**src/rcr_consts.vh**
```
// Purpose: constants for the radio calibration and clock divider registers
// Assumes: register index times four gives the byte address
// Notes: all counts in pclk cycles
`ifndef RCR_CONSTS_VH
`define RCR_CONSTS_VH

// ----------------------------------------
// register indexes
// ----------------------------------------
`define RCR_IDX_AUXDIV 12'h32E
`define RCR_IDX_GAINDIV 12'h32F
`define RCR_IDX_FLAGS0 12'h336
`define RCR_IDX_FLAGS1 12'h337
`define RCR_IDX_TUNECTL 12'h338
`define RCR_IDX_TUNESTAT 12'h339
`define RCR_IDX_WORDRB 12'h345
`define RCR_IDX_WORDOVR 12'h346
`define RCR_IDX_WAKETHR_LO 12'h3F0
`define RCR_IDX_WAKETHR_HI 12'h3F1
`define RCR_IDX_LEVELTHR 12'h3F2
`define RCR_IDX_WAKECNT_LO 12'h3F3
`define RCR_IDX_WAKECNT_HI 12'h3F4

// ----------------------------------------
// reset values
// ----------------------------------------
`define RCR_RST_AUXDIV 4'h4
`define RCR_RST_GAINDIV 8'h28

// ----------------------------------------
// field positions and masks
// ----------------------------------------
`define RCR_F0_WAKECNT 7
`define RCR_F0_LEVEL 6
`define RCR_F0_AES 5
`define RCR_F0_TXEND 4
`define RCR_F0_ADDR 3
`define RCR_F0_CRC 2
`define RCR_F0_SYNC 1
`define RCR_F0_PREAMBLE 0
`define RCR_F1_BATT 7
`define RCR_F1_CMDRDY 6
`define RCR_F1_WAKETMO 4
`define RCR_F1_PORTRDY 1
`define RCR_F1_CMDFIN 0
`define RCR_F1_USED 8'hD3
`define RCR_GAIN_STEP 12'h010

// ----------------------------------------
// calibration durations
// ----------------------------------------
`define RCR_SYNTH_CAL_CYCLES 16'h0100
`define RCR_BB_CAL_CYCLES 16'h0200

`endif

```
**src/rcr_regs.v**
```verilog
// Purpose: APB register bank for clock dividers, event flags and tuning
// Assumes: pclk stands in for the crystal reference clock
// Notes: zero wait state APB slave, flags clear by writing one
//
// Contract
// - aux clock is reference over divider, zero off; here divider one holds high and fifteen holds low
// - gain updates every sixteen times divider cycles
// - wake count equal threshold sets flag seven
// - smart wake level above threshold sets flag
// - cipher done sets flag when module loaded
// - packet mode transmit end sets flag four
// - packet mode address match sets flag three
// - packet mode crc pass sets flag two
// - qualified sync word sets flag one
// - qualified preamble sets flag zero
// - low supply sets system flag seven
// - command processor ready sets flag six
// - wake timer expiry sets flag four
// - port ready flag one, command finished zero
// - control bit one runs synthesizer tuning
// - control bit zero runs baseband tuning
// - status bit one shows synthesizer tuned
// - status bit zero shows baseband tuned
// - tuned baseband word readable, read only
// - override enable selects software word
//
// Register access over APB is this design's own decision.
`timescale 1ns/1ns
`include "rcr_consts.vh"

module rcr_regs #(
  parameter SYNTH_CAL_CYCLES = `RCR_SYNTH_CAL_CYCLES,
  parameter BB_CAL_CYCLES = `RCR_BB_CAL_CYCLES
)(
  input wire pclk,
  input wire presetn,
  input wire psel,
  input wire penable,
  input wire pwrite,
  input wire [13:0] paddr,
  input wire [31:0] pwdata,
  output reg [31:0] prdata,
  output reg pready,
  output reg pslverr,
  input wire packet_mode,
  input wire smart_wake_operation,
  input wire [7:0] signal_level,
  input wire aes_module_loaded,
  input wire aes_done,
  input wire tx_end,
  input wire address_match,
  input wire crc_ok,
  input wire sync_found,
  input wire preamble_found,
  input wire battery_low,
  input wire cmd_ready,
  input wire wake_timer_tick,
  input wire port_ready,
  input wire cmd_finished,
  input wire amplifier_ramp_done,
  input wire [5:0] baseband_measured_word,
  output reg aux_clock_out_pin,
  output reg gain_update_tick,
  output reg synthesizer_tune_active,
  output reg baseband_tune_active,
  output reg [5:0] baseband_tune_word
);

  localparam ST_IDLE = 3'b001;
  localparam ST_BUSY = 3'b010;
  localparam ST_DONE = 3'b100;

  // ----------------------------------------
  // register storage
  // ----------------------------------------
  reg [3:0] aux_div_reg;
  reg [7:0] gain_div_reg;
  reg [7:0] flags0_reg;
  reg [7:0] flags1_reg;
  reg [1:0] tune_ctl_reg;
  reg [6:0] word_ovr_reg;
  reg [15:0] wake_thr_reg;
  reg [7:0] level_thr_reg;
  reg [15:0] wake_cnt_reg;
  reg [5:0] cal_word_reg;
  reg ramp_done_reg;
  reg [3:0] aux_cnt_reg;
  reg [11:0] gain_cnt_reg;
  wire [1:0] tune_done;
  wire [1:0] tune_busy;

  // ----------------------------------------
  // bus decode
  // ----------------------------------------
  wire [11:0] idx = paddr[13:2];
  wire setup = psel & ~penable;
  wire wr_go = psel & penable & pready & pwrite;

  function mapped;
    input [11:0] i;
    begin
      case (i)
        `RCR_IDX_AUXDIV, `RCR_IDX_GAINDIV, `RCR_IDX_FLAGS0,
        `RCR_IDX_FLAGS1, `RCR_IDX_TUNECTL, `RCR_IDX_TUNESTAT,
        `RCR_IDX_WORDRB, `RCR_IDX_WORDOVR, `RCR_IDX_WAKETHR_LO,
        `RCR_IDX_WAKETHR_HI, `RCR_IDX_LEVELTHR, `RCR_IDX_WAKECNT_LO,
        `RCR_IDX_WAKECNT_HI:
          mapped = 1'b1;
        default:
          mapped = 1'b0;
      endcase
    end
  endfunction

  function wr_hit;
    input [11:0] i;
    begin
      wr_hit = wr_go & (idx == i);
    end
  endfunction

  reg [7:0] rd_byte;
  always @*
  begin
    case (idx)
      `RCR_IDX_AUXDIV: rd_byte = {4'h0, aux_div_reg};
      `RCR_IDX_GAINDIV: rd_byte = gain_div_reg;
      `RCR_IDX_FLAGS0: rd_byte = flags0_reg;
      `RCR_IDX_FLAGS1: rd_byte = flags1_reg;
      `RCR_IDX_TUNECTL: rd_byte = {6'h00, tune_ctl_reg};
      `RCR_IDX_TUNESTAT: rd_byte = {5'h00, ramp_done_reg, tune_done};
      `RCR_IDX_WORDRB: rd_byte = {2'h0, cal_word_reg};
      `RCR_IDX_WORDOVR: rd_byte = {1'h0, word_ovr_reg};
      `RCR_IDX_WAKETHR_LO: rd_byte = wake_thr_reg[7:0];
      `RCR_IDX_WAKETHR_HI: rd_byte = wake_thr_reg[15:8];
      `RCR_IDX_LEVELTHR: rd_byte = level_thr_reg;
      `RCR_IDX_WAKECNT_LO: rd_byte = wake_cnt_reg[7:0];
      `RCR_IDX_WAKECNT_HI: rd_byte = wake_cnt_reg[15:8];
      default: rd_byte = 8'h00;
    endcase
  end

  // ----------------------------------------
  // apb answer
  // ----------------------------------------
  // answer is staged in setup so outputs stay pure flops
  always @(posedge pclk or negedge presetn)
  begin
    if (!presetn)
    begin
      pready <= 1'b0;
      pslverr <= 1'b0;
      prdata <= 32'h00000000;
    end
    else
    begin
      pready <= setup;
      pslverr <= setup & ~(mapped(idx) & (paddr[1:0] == 2'h0));
      if (setup & ~pwrite & (paddr[1:0] == 2'h0))
        prdata <= {24'h000000, rd_byte};
      else
        prdata <= 32'h00000000;
    end
  end

  // ----------------------------------------
  // control registers
  // ----------------------------------------
  always @(posedge pclk or negedge presetn)
  begin
    if (!presetn)
    begin
      aux_div_reg <= `RCR_RST_AUXDIV;
      gain_div_reg <= `RCR_RST_GAINDIV;
      tune_ctl_reg <= 2'h0;
      word_ovr_reg <= 7'h00;
      wake_thr_reg <= 16'h0000;
      level_thr_reg <= 8'h00;
    end
    else
    begin
      if (wr_hit(`RCR_IDX_AUXDIV))
        aux_div_reg <= pwdata[3:0];
      if (wr_hit(`RCR_IDX_GAINDIV))
        gain_div_reg <= pwdata[7:0];
      if (wr_hit(`RCR_IDX_TUNECTL))
        tune_ctl_reg <= pwdata[1:0];
      if (wr_hit(`RCR_IDX_WORDOVR))
        word_ovr_reg <= pwdata[6:0];
      if (wr_hit(`RCR_IDX_WAKETHR_LO))
        wake_thr_reg[7:0] <= pwdata[7:0];
      if (wr_hit(`RCR_IDX_WAKETHR_HI))
        wake_thr_reg[15:8] <= pwdata[7:0];
      if (wr_hit(`RCR_IDX_LEVELTHR))
        level_thr_reg <= pwdata[7:0];
    end
  end

  // ----------------------------------------
  // event flags
  // ----------------------------------------
  wire [15:0] wake_cnt_next = wake_cnt_reg + 16'h0001;
  wire [7:0] set0;
  wire [7:0] set1;
  wire [7:0] clr0 = wr_hit(`RCR_IDX_FLAGS0) ? pwdata[7:0] : 8'h00;
  wire [7:0] clr1 = wr_hit(`RCR_IDX_FLAGS1) ? pwdata[7:0] : 8'h00;

  assign set0[`RCR_F0_WAKECNT] = wake_timer_tick &
    (wake_cnt_next == wake_thr_reg);
  assign set0[`RCR_F0_LEVEL] = smart_wake_operation &
    (signal_level > level_thr_reg);
  assign set0[`RCR_F0_AES] = aes_done & aes_module_loaded;
  assign set0[`RCR_F0_TXEND] = tx_end & packet_mode;
  assign set0[`RCR_F0_ADDR] = address_match & packet_mode;
  assign set0[`RCR_F0_CRC] = crc_ok & packet_mode;
  assign set0[`RCR_F0_SYNC] = sync_found;
  assign set0[`RCR_F0_PREAMBLE] = preamble_found;
  assign set1[`RCR_F1_BATT] = battery_low;
  assign set1[`RCR_F1_CMDRDY] = cmd_ready;
  assign set1[5] = 1'b0;
  assign set1[`RCR_F1_WAKETMO] = wake_timer_tick;
  assign set1[3] = 1'b0;
  assign set1[2] = 1'b0;
  assign set1[`RCR_F1_PORTRDY] = port_ready;
  assign set1[`RCR_F1_CMDFIN] = cmd_finished;

  // a new event in the clearing cycle wins over the clear
  always @(posedge pclk or negedge presetn)
  begin
    if (!presetn)
    begin
      flags0_reg <= 8'h00;
      flags1_reg <= 8'h00;
      wake_cnt_reg <= 16'h0000;
    end
    else
    begin
      flags0_reg <= (flags0_reg & ~clr0) | set0;
      flags1_reg <= ((flags1_reg & ~clr1) | set1) &
        `RCR_F1_USED;
      if (wr_hit(`RCR_IDX_WAKECNT_LO) | wr_hit(`RCR_IDX_WAKECNT_HI))
        wake_cnt_reg <= 16'h0000;
      else if (wake_timer_tick)
        wake_cnt_reg <= wake_cnt_next;
    end
  end

  // ----------------------------------------
  // aux clock divider
  // ----------------------------------------
  // divide by one cannot toggle faster than a flop; it holds high
  wire [3:0] aux_half = (aux_div_reg + 4'h1) >> 1;
  always @(posedge pclk or negedge presetn)
  begin
    if (!presetn)
    begin
      aux_cnt_reg <= 4'h0;
      aux_clock_out_pin <= 1'b0;
    end
    else if (aux_div_reg == 4'h0)
    begin
      aux_cnt_reg <= 4'h0;
      aux_clock_out_pin <= 1'b0;
    end
    else
    begin
      if (aux_cnt_reg >= aux_div_reg - 4'h1)
        aux_cnt_reg <= 4'h0;
      else
        aux_cnt_reg <= aux_cnt_reg + 4'h1;
      aux_clock_out_pin <= (aux_cnt_reg < aux_half);
    end
  end

  // ----------------------------------------
  // gain loop rate
  // ----------------------------------------
  wire [11:0] gain_period = {gain_div_reg, 4'h0};
  always @(posedge pclk or negedge presetn)
  begin
    if (!presetn)
    begin
      gain_cnt_reg <= 12'h000;
      gain_update_tick <= 1'b0;
    end
    else if (gain_div_reg == 8'h00)
    begin
      gain_cnt_reg <= 12'h000;
      gain_update_tick <= 1'b0;
    end
    else if (gain_cnt_reg >= gain_period - 12'h001)
    begin
      gain_cnt_reg <= 12'h000;
      gain_update_tick <= 1'b1;
    end
    else
    begin
      gain_cnt_reg <= gain_cnt_reg + 12'h001;
      gain_update_tick <= 1'b0;
    end
  end

  // ----------------------------------------
  // tuning sequencers
  // ----------------------------------------
  // lane 0 is the baseband filter, lane 1 the synthesizer
  genvar g;
  generate
    for (g = 0; g < 2; g = g + 1)
    begin : lane
      reg [2:0] state_reg;
      reg [15:0] cnt_reg;
      wire [15:0] span = (g == 1) ? SYNTH_CAL_CYCLES[15:0] :
        BB_CAL_CYCLES[15:0];
      always @(posedge pclk or negedge presetn)
      begin
        if (!presetn)
        begin
          state_reg <= ST_IDLE;
          cnt_reg <= 16'h0000;
        end
        else if (!tune_ctl_reg[g])
        begin
          state_reg <= ST_IDLE;
          cnt_reg <= 16'h0000;
        end
        else
        begin
          case (state_reg)
            ST_IDLE:
            begin
              state_reg <= ST_BUSY;
              cnt_reg <= 16'h0000;
            end
            ST_BUSY:
            begin
              if (cnt_reg >= span - 16'h0001)
                state_reg <= ST_DONE;
              cnt_reg <= cnt_reg + 16'h0001;
            end
            ST_DONE:
              state_reg <= ST_DONE;
            default:
              state_reg <= ST_IDLE;
          endcase
        end
      end
      assign tune_done[g] = (state_reg == ST_DONE);
      assign tune_busy[g] = (state_reg == ST_BUSY);
    end
  endgenerate

  // ----------------------------------------
  // tuning outputs and word select
  // ----------------------------------------
  always @(posedge pclk or negedge presetn)
  begin
    if (!presetn)
    begin
      cal_word_reg <= 6'h00;
      ramp_done_reg <= 1'b0;
      synthesizer_tune_active <= 1'b0;
      baseband_tune_active <= 1'b0;
      baseband_tune_word <= 6'h00;
    end
    else
    begin
      if (lane[0].state_reg == ST_BUSY &&
          lane[0].cnt_reg >= BB_CAL_CYCLES[15:0] - 16'h0001)
        cal_word_reg <= baseband_measured_word;
      ramp_done_reg <= amplifier_ramp_done;
      synthesizer_tune_active <= tune_busy[1];
      baseband_tune_active <= tune_busy[0];
      if (word_ovr_reg[0])
        baseband_tune_word <= word_ovr_reg[6:1];
      else
        baseband_tune_word <= cal_word_reg;
    end
  end

endmodule

```
**config.mk**
```make
export PLATFORM = sky130hd
export DESIGN_NAME = rcr_regs
export DESIGN_NICKNAME = d
export VERILOG_FILES = /design/src/rcr_regs.v
export VERILOG_INCLUDE_DIRS = /design/src /design/src/src
export SDC_FILE = /design/constraint.sdc
export NUM_CORES = 1
export LEC_CHECK = 0
export BUFFER_PORTS_ARGS = -buffer_cell sky130_fd_sc_hd__buf_2
export CAP_MARGIN = 20
export CORE_MARGIN = 2
export CORE_UTILIZATION = 58
export DETAILED_ROUTE_END_ITERATION = 8
export PLACE_DENSITY_LB_ADDON = 0.08
export SYNTH_ARGS = -nofsm -noshare
export SYNTH_HDL_FRONTEND = slang
export SYNTH_SLANG_ARGS = --single-unit
```
**constraint.sdc**
```tcl
create_clock -name pclk -period 2.8 [get_ports pclk]
set_input_delay 0.14 -clock pclk [delete_from_list [all_inputs] [get_ports pclk]]
set_output_delay 0.14 -clock pclk [all_outputs]
set_load 0.1 [all_outputs]
```
# ---- Yosys cells after proc, flatten, opt, wreduce, memory -nomap -nowiden
# Cells that the tools add are included.
dict set report totals {
  register_bits 179
  input_bits 80
  out_inout_bits 44
  elab_cells 130
}
dict set report op_classes {
  n_addsub 8
  magnitude_cmp 6
  n_eq_ne 24
  n_mux 25
  bitwise_logic 35
  n_reduce_logical 6
}
# op count
set ops {}
lappend ops {{12-bit by 10-bit equality test with 1-bit output, second input constant} 13}
lappend ops {{8-bit one-hot mux with 13 select lines} 1}
lappend ops {{16-bit two-way mux} 4}
lappend ops {{16-bit one-hot mux with 2 select lines} 2}
lappend ops {{16-bit by 1-bit adder with 16-bit output, second input constant} 3}
lappend ops {{1-bit AND} 25}
lappend ops {{12-bit two-way mux} 2}
lappend ops {{8-bit two-way mux} 3}
lappend ops {{3-bit one-hot mux with 3 select lines} 2}
lappend ops {{8-bit AND} 2}
lappend ops {{16-bit equality test} 1}
lappend ops {{16-bit by 8-bit >= comparator with 1-bit output, second input constant} 1}
lappend ops {{16-bit by 9-bit >= comparator with 1-bit output, second input constant} 1}
lappend ops {{8-bit inverter} 2}
lappend ops {{8-bit OR} 2}
lappend ops {{13-bit OR reduction} 1}
lappend ops {{12-bit by 1-bit adder with 12-bit output, second input constant} 1}
lappend ops {{12-bit >= comparator} 1}
lappend ops {{3-bit two-way mux} 4}
lappend ops {{12-bit by 1-bit subtractor with 12-bit output, second input constant} 1}
lappend ops {{4-bit by 1-bit adder with 4-bit output, second input constant} 2}
lappend ops {{8-bit greater-than comparator} 1}
lappend ops {{8-bit zero test} 1}
lappend ops {{4-bit two-way mux} 2}
lappend ops {{other kinds (16)} 26}

# ---- Logic depth before layout (Yosys ltp)
# Gate-level depths: netlist (run 1).
dict set report depth {
  ltp_word 8
  depth_mapped 12
  mapped_depth_nobuf 11
}

# ---- Worst setup path before layout (run 1)
# OpenSTA, ideal clock, no wires.
dict set report synth_timing {
  kind {register -> register}
  from {register gain_div_reg[4]}
  to {register gain_cnt_reg[10]}
  t_arrival_ns 2.393
  t_required_ns 2.714
  path_slack_ns 0.321
  path_stages_with_launch 11
  path_buffers 1
  period_less_slack_ns 2.479
  path_cell_list {dfrtp_1 -> or4_1 -> nor2_1 -> xnor2_1 -> ha_1 -> nor2b_1 -> o21ai_0 -> o211ai_1 -> or2_1 -> clkbuf_1 -> nor3_1}
}
dict set report synth_between {
  elab_chain_cells 4
  word_cells_on_any_way 5
}
# element line_no
set synth_lines {}
lappend synth_lines {{from (decl)} rcr_regs.v:77} ;# reg [7:0] gain_div_reg;
lappend synth_lines {{from (signal assigned)} rcr_regs.v:174} ;# gain_div_reg <= `RCR_RST_GAINDIV;
lappend synth_lines {{from (signal assigned)} rcr_regs.v:185} ;# gain_div_reg <= pwdata[7:0];
lappend synth_lines {{12-bit by 1-bit subtractor with 12-bit output} rcr_regs.v:291} ;# else if (gain_cnt_reg >= gain_period - 12'h001)
lappend synth_lines {{12-bit >= comparator} rcr_regs.v:291}
lappend synth_lines {{12-bit two-way mux} rcr_regs.v:291}
lappend synth_lines {{12-bit two-way mux *} rcr_regs.v:286} ;# else if (gain_div_reg == 8'h00)
lappend synth_lines {{to (signal assigned)} rcr_regs.v:298} ;# gain_cnt_reg <= gain_cnt_reg + 12'h001;
lappend synth_lines {{to (decl)} rcr_regs.v:88} ;# reg [11:0] gain_cnt_reg;
# Mark *: on every way between the ends. The rest lies on a longest branch, timed or not.
# A chain may end at the register's enable or synchronous reset.

# ---- Worst setup path in the final report (run 1)
dict set report layout_timing {
  from {register gain_div_reg[4]}
  to {register gain_cnt_reg[9]}
}
# The elaborated chain is that of the path after synthesis.

==> results of run 1 <==
==> cell usage in the layout (no fill, tap or decap), types with 26 or more instances in the layout <==
cell type / n
dfrtp_1: 150
nand2_1: 79
buf_2: 74
nor2_1: 66
o21ai_0: 57
mux2_2: 36
nand3_1: 32
ha_1: 32
xnor2_1: 31
xor2_1: 30
a21oi_1: 26
==> final cells by class <==
| class | count | area, um^2 | area share |
|---|---|---|---|
| Multi-Input combinational cell | 672 | 4607 | 0.4565 |
| Sequential cell | 155 | 3885 | 0.3849 |
| Timing Repair Buffer | 104 | 666.9 | 0.06608 |
| Clock buffer | 21 | 460.4 | 0.04562 |
| Tap cell | 188 | 235.2 | 0.02331 |
| Clock inverter | 11 | 143.9 | 0.01426 |
| Inverter | 25 | 93.84 | 0.009298 |
==> layer usage <==
layer / vias up / routed length (um) / track usage / share of wire
met2: 277 / 11040 / 0.4822 / 0.49
met5: - / 0 / 0 / 0
li1: 3343 / - / - / -
met4: 0 / 556 / 0.1034 / 0.024
met3: 47 / 1171 / 0.04841 / 0.052
met1: 3581 / 9932 / 0.3888 / 0.44
==> timing repair <==
action	4_1_cts	5_1_grt
endpoints found under the hold margin	88	0
gates resized for setup	0	2
setup endpoints to repair	0	12
hold buffers	22	0
==> stage by stage <==
step	utilization	power [mW]	worst slack, ns
CTS	0.6658	5.919	0.1128
floorplan	-	3.284	0.3211
global placement	0.6114	3.484	0.2422
finish	0.6663	5.919	0.2477
detailed placement	0.6114	3.532	0.1277
global route	0.6663	6.143	0.002362
==> worst max-delay path, stage by stage, from the launching register on <==
cell and delay (ns):
dfrtp_1 0.43, or4_1 0.58, nor2_1 0.14, xnor2_1 0.13, ha_1 0.25, nor2b_1 0.13
o21ai_0 0.14, o211ai_1 0.14, or2_4 0.31, nor3_1 0.21
==> kinds of logic after synthesis <==
kind of cell    Yosys count
fa+ha+maj                32
xor+xnor                 61
flops                   155
buf+inv                  92
other cells               1
simple gates            308
mux                      57
compound gates          190
==> worst max path at each step <==
| stage | to | cells past startpoint |
|---|---|---|
| after floorplan | gain_cnt_reg[10] | 10 |
| after global placement | gain_cnt_reg[11] | 9 |
| after detailed placement | gain_cnt_reg[9] | 9 |
| after CTS | gain_cnt_reg[9] | 9 |
| after global routing | gain_cnt_reg[9] | 9 |
| final | gain_cnt_reg[9] | 9 |
==> power groups by stage <==
stage	Clock [mW]	Sequential [mW]	Combinational, mW
global route	2.50	2.60	1.05
floorplan	0	2.57	0.710
finish	2.37	2.58	0.963
global placement	0	2.60	0.881
detailed placement	0	2.61	0.922
CTS	2.39	2.57	0.954
==> results.json, run 1 <==
{
  "pwr-share-clk": 0.401,
  "grt_usage": 0.2908,
  "cts_tree": "done",
  "synth-main-ff-cell": "dfrtp_1",
  "p_sw_mw": 1.768,
  "nets": 1087,
  "numCtsBuffers": 17,
  "tns_ns": 0,
  "clkTransAtPathRegs_ns": 0.06,
  "remaining_drc_errors": 0,
  "synth_compound_area_frac": 0.1396,
  "synth.avg_cell_area_um2": 9.961,
  "cts.path.max_buffers": 2,
  "avgViaCountPerCell": 6.163,
  "synthArstFlopShare": 1.000,
  "crit_path_end_kind": "flip-flop",
  "dieArea_um2": 16400,
  "synth_cell_types": 84,
  "seqPwrFrac": 0.436,
  "dp.cells": 1122,
  "sw_frac_of_total": 0.2987,
  "combPwrFrac": 0.163,
  "cp-startpoint": "gain_div_reg[4]",
  "gp_congestion": 0.9923,
  "synth_xor_area_frac": 0.05986,
  "reg2reg_depth": 9,
  "period_needed_ns": 2.552,
  "synth_adder_area_share": 0.04486,
  "irDropWorstVdd_uv": 578.4,
  "post_cts_buffers": 0,
  "area_growth_pct": 13.08,
  "fmax_mhz": 391.8,
  "ioPinCount": 124,
  "powerDensity_nw_per_um2": 586.5,
  "synth_area_leaders": "dfrtp_1, mux2_2, ha_1",
  "drive_gt1_frac": 0.1923,
  "fin_cells": 1176,
  "holdPathEnd": "flags0_reg[3]",
  "min-delay-start": "packet_mode",
  "finalSetupViolCount": 0,
  "antenna_found_initial": 0,
  "leakagePower_nw": 4.597,
  "hold_class": "primary input to flip-flop",
  "reg2reg_setup_slack_ns": 0.25,
  "min_path_cells": 2,
  "crit_fanout": 12,
  "synth-simple-area-share": 0.1842,
  "hold_viol": 0,
  "outcome": "complete, no violations",
  "synth-edff-count": 0,
  "first_pass_iters": 6,
  "largest_reg_flops": 32,
  "cts.sinks": 155,
  "crit_arrival_ns": 2.89,
  "p_int_mw": 4.151,
  "core_um2": 15150,
  "drtAntennaViolNets": 0,
  "slew_headroom": 0.5413,
  "num_antenna_cells": 0,
  "rsz0062_at_grt": "no",
  "grt_pass1_vias": 7280,
  "clock_skew_ns": 0.01256,
  "crit_type": "flip-flop to flip-flop",
  "synthesis.area_um2": 8925,
  "wl_per_cell_um": 19.30,
  "h-tree-depth": 4,
  "synth_top_area_cell": "dfrtp_1",
  "start_util": 0.5893,
  "place_area_um2": 9260,
  "chipWidth_um": 128.0,
  "numPortBuffers": 75,
  "maxSlewViolCount": 0,
  "synth_most_common_cell": "dfrtp_1",
  "num_vias": 7248,
  "worstMarginPinSlew_ns": 0.6880,
  "fp.dieH_um": 128.0,
  "synth_top_area_frac": 0.4206,
  "ys_seq_area_frac": 0.4353,
  "synth_top_family_by_area": "simple AND/OR/NAND/NOR gates",
  "startpoint_type": "flip-flop",
  "num_rows": 45,
  "hpwl_um": 15910,
  "synth_common_cells": "dfrtp_1, nand2_1, nor2_1",
  "drt-initial-drc-count": 532,
  "nFillCells": 1224,
  "clk_latency_ns": 0.43,
  "drv_cap": 0,
  "wl_um": 22700,
  "r2r_start": "gain_div_reg[4]",
  "grt_first_pass_wirelength_um": 37360,
  "synth_seq_cells": 155,
  "period_share": 0.9115,
  "syn_inst": 896,
  "cp_data_required_time_ns": 3.13,
  "grt_overflow": 0,
  "muxShareOfSynthArea": 0.07598,
  "worst_hold_slack_ns": 0.007814,
  "grt_max_degree": 75,
  "r2r-end": "gain_cnt_reg[9]",
  "final_area_um2": 10090,
  "ys_warn_count": 0,
  "clockRootBuffer": "clkbuf_16"
}
No activity file was read; power rests on OpenSTA's default activity.
==> run 2: changes to the inputs <==
--- a/config.mk
+++ b/config.mk
@@ -7,9 +7,9 @@
 export NUM_CORES = 1
 export LEC_CHECK = 0
 export BUFFER_PORTS_ARGS = -buffer_cell sky130_fd_sc_hd__buf_2
-export CAP_MARGIN = 20
 export CORE_MARGIN = 2
-export CORE_UTILIZATION = 58
+export CORE_UTILIZATION = 60
+export CTS_BUF_LIST = sky130_fd_sc_hd__clkbuf_4 sky130_fd_sc_hd__clkbuf_8
 export DETAILED_ROUTE_END_ITERATION = 8
 export PLACE_DENSITY_LB_ADDON = 0.08
 export SYNTH_ARGS = -nofsm -noshare
==> results.json, run 2 (synthesis results as in run 1) <==
{
  "outcome": "complete, no violations",
  "gp_congestion": 1.018,
  "chipWidth_um": 126.0,
  "cp_slowest_cell": "or4_1",
  "layout_commonest_cell": "dfrtp_1",
  "layout_common_cells": "dfrtp_1, nand2_1, buf_2",
  "first_pass_iters": 7,
  "cp_data_required_time_ns": 3.17,
  "fp.dieH_um": 126.0,
  "irDropWorstVdd_uv": 399.0,
  "hold_viol": 0,
  "worst_hold_slack_ns": 0.01667,
  "largest_reg_flops": 32,
  "finalSetupViolCount": 0,
  "num_rows": 44,
  "cts.sinks": 155,
  "min_path_cells": 3,
  "slew_headroom": 0.5748,
  "pwr-share-clk": 0.350,
  "nets": 1090,
  "p_sw_mw": 1.684,
  "fmax_mhz": 386.3,
  "crit_chain": "or4_1 -> nor2_1 -> xnor2_1 -> ha_1 -> nor2b_1 -> o21ai_0 -> o211ai_1 -> or2_4 -> nor3_1",
  "post_cts_buffers": 0,
  "powerDensity_nw_per_um2": 542.4,
  "cts_tree": "done",
  "leakagePower_nw": 4.532,
  "num_vias": 7163,
  "worstMarginPinSlew_ns": 0.6378,
  "grt_overflow": 0,
  "min-delay-start": "psel",
  "crit_path_end_kind": "flip-flop",
  "drv_cap": 0,
  "antenna_found_initial": 0,
  "ioPinCount": 124,
  "remaining_drc_errors": 0,
  "hpwl_um": 15880,
  "p_int_mw": 3.715,
  "grt_usage": 0.2856,
  "critical_path.top_delay_family": "simple AND/OR/NAND/NOR gates",
  "period_needed_ns": 2.589,
  "h-tree-depth": 4,
  "dieArea_um2": 15870,
  "maxSlewViolCount": 0,
  "combPwrFrac": 0.174,
  "wl_um": 22330,
  "hold_class": "primary input to flip-flop",
  "clk_latency_ns": 0.47,
  "crit_fanout": 12,
  "sw_frac_of_total": 0.3119,
  "reg2reg_setup_slack_ns": 0.21,
  "drive_gt1_frac": 0.1937,
  "grt_first_pass_wirelength_um": 36020,
  "start_util": 0.6141,
  "cts.path.max_buffers": 2,
  "reg2reg_depth": 9,
  "r2r_start": "gain_div_reg[4]",
  "numCtsBuffers": 17,
  "grt_max_degree": 69,
  "num_antenna_cells": 0,
  "clkTransAtPathRegs_ns": 0.09,
  "core_um2": 14530,
  "nFillCells": 1137,
  "wl_per_cell_um": 19.01,
  "r2r-end": "gain_cnt_reg[9]",
  "rsz0062_at_grt": "no",
  "crit_buf_inv": 0,
  "startpoint_type": "flip-flop",
  "tns_ns": 0,
  "holdPathEnd": "pready",
  "drtAntennaViolNets": 0,
  "grt_pass1_vias": 7098,
  "period_share": 0.9245,
  "clock_skew_ns": 0.01251,
  "area_growth_pct": 11.52,
  "crit_arrival_ns": 2.96,
  "seqPwrFrac": 0.476,
  "numPortBuffers": 75,
  "avgViaCountPerCell": 6.096,
  "drt-initial-drc-count": 447,
  "max_stage_delay_ns": 0.58,
  "clockRootBuffer": "clkbuf_8",
  "crit_type": "flip-flop to flip-flop"
}
==> run 2: cell types whose count changed in the layout (fill, tap and decap cells not counted), sizes merged <==
cell,change
bufinv,+1
inv,+2
clkbuf,-2
dlygate4sd3,+2
clkinv,-1
buf,+1
==> run 2: layout make-up <==
cell class,count,area (um^2),area share
well taps,184,230.2,0.02313
inverters,25,93.84,0.009428
repair buffers,107,694.4,0.06977
clock buffers,19,255.2,0.02564
flip-flops and latches,155,3885,0.3903
multi-input cells,672,4602,0.4624
clock inverters,13,192.7,0.01936
==> run 2: worst max-delay path by stage <==
stage,start,end,slack [ns],cells past startpoint
after CTS,gain_div_reg[4],gain_cnt_reg[9],0.09,9
after detailed placement,gain_div_reg[4],gain_cnt_reg[7],0.1,9
after floorplan,gain_div_reg[4],gain_cnt_reg[10],0.32,10
after global placement,gain_div_reg[4],gain_cnt_reg[10],0.26,9
final,gain_div_reg[4],gain_cnt_reg[9],0.21,9
after global routing,gain_div_reg[4],gain_cnt_reg[7],0.02,9
==> run 2: worst register-to-register path, stage by stage, from the launching register on <==
cell	delay (ns)
dfrtp_1	0.43
or4_1	0.58
nor2_1	0.14
xnor2_1	0.13
ha_1	0.26
nor2b_1	0.14
o21ai_0	0.14
o211ai_1	0.13
or2_4	0.31
nor3_1	0.23
==> run 2: metrics by stage <==
| step | power, mW | area [um^2] | setup WS [ns] | std cells | util |
|---|---|---|---|---|---|
| detailed placement | 3.518 | 9263 | 0.09546 | 1119 | 0.6373 |
| global route | 5.609 | 9953 | 0.02221 | 1175 | 0.6848 |
| global placement | 3.480 | 9263 | 0.2645 | 1119 | 0.6373 |
| finish | 5.398 | 9953 | 0.2113 | 1175 | 0.6848 |
| CTS | 5.415 | 9951 | 0.08600 | 1175 | 0.6847 |
| floorplan | 3.284 | 9011 | 0.3211 | 919 | - |
==> run 2: what timing repair did <==
action | 4_1_cts | 5_1_grt
hold endpoints to repair | 81 | 0
endpoints found under the setup margin | 0 | 12
hold buffers | 24 | 0
gates resized for setup | 0 | 1
==> run 2: metal layers <==
layer	global-route usage	vias up	wire length (um)
li1	-	3362	-
met1	0.3758	3468	9503
met2	0.4788	284	10950
met3	0.05480	49	1325
met4	0.09438	0	555
met5	0	-	0
==> run 2: power by group through the flow <==
stage | Combinational (mW) | Sequential, mW | Clock, mW
floorplan | 0.710 | 2.57 | 0
global placement | 0.876 | 2.60 | 0
detailed placement | 0.908 | 2.61 | 0
finish | 0.937 | 2.57 | 1.89
global route | 1.03 | 2.59 | 1.99
CTS | 0.937 | 2.57 | 1.91
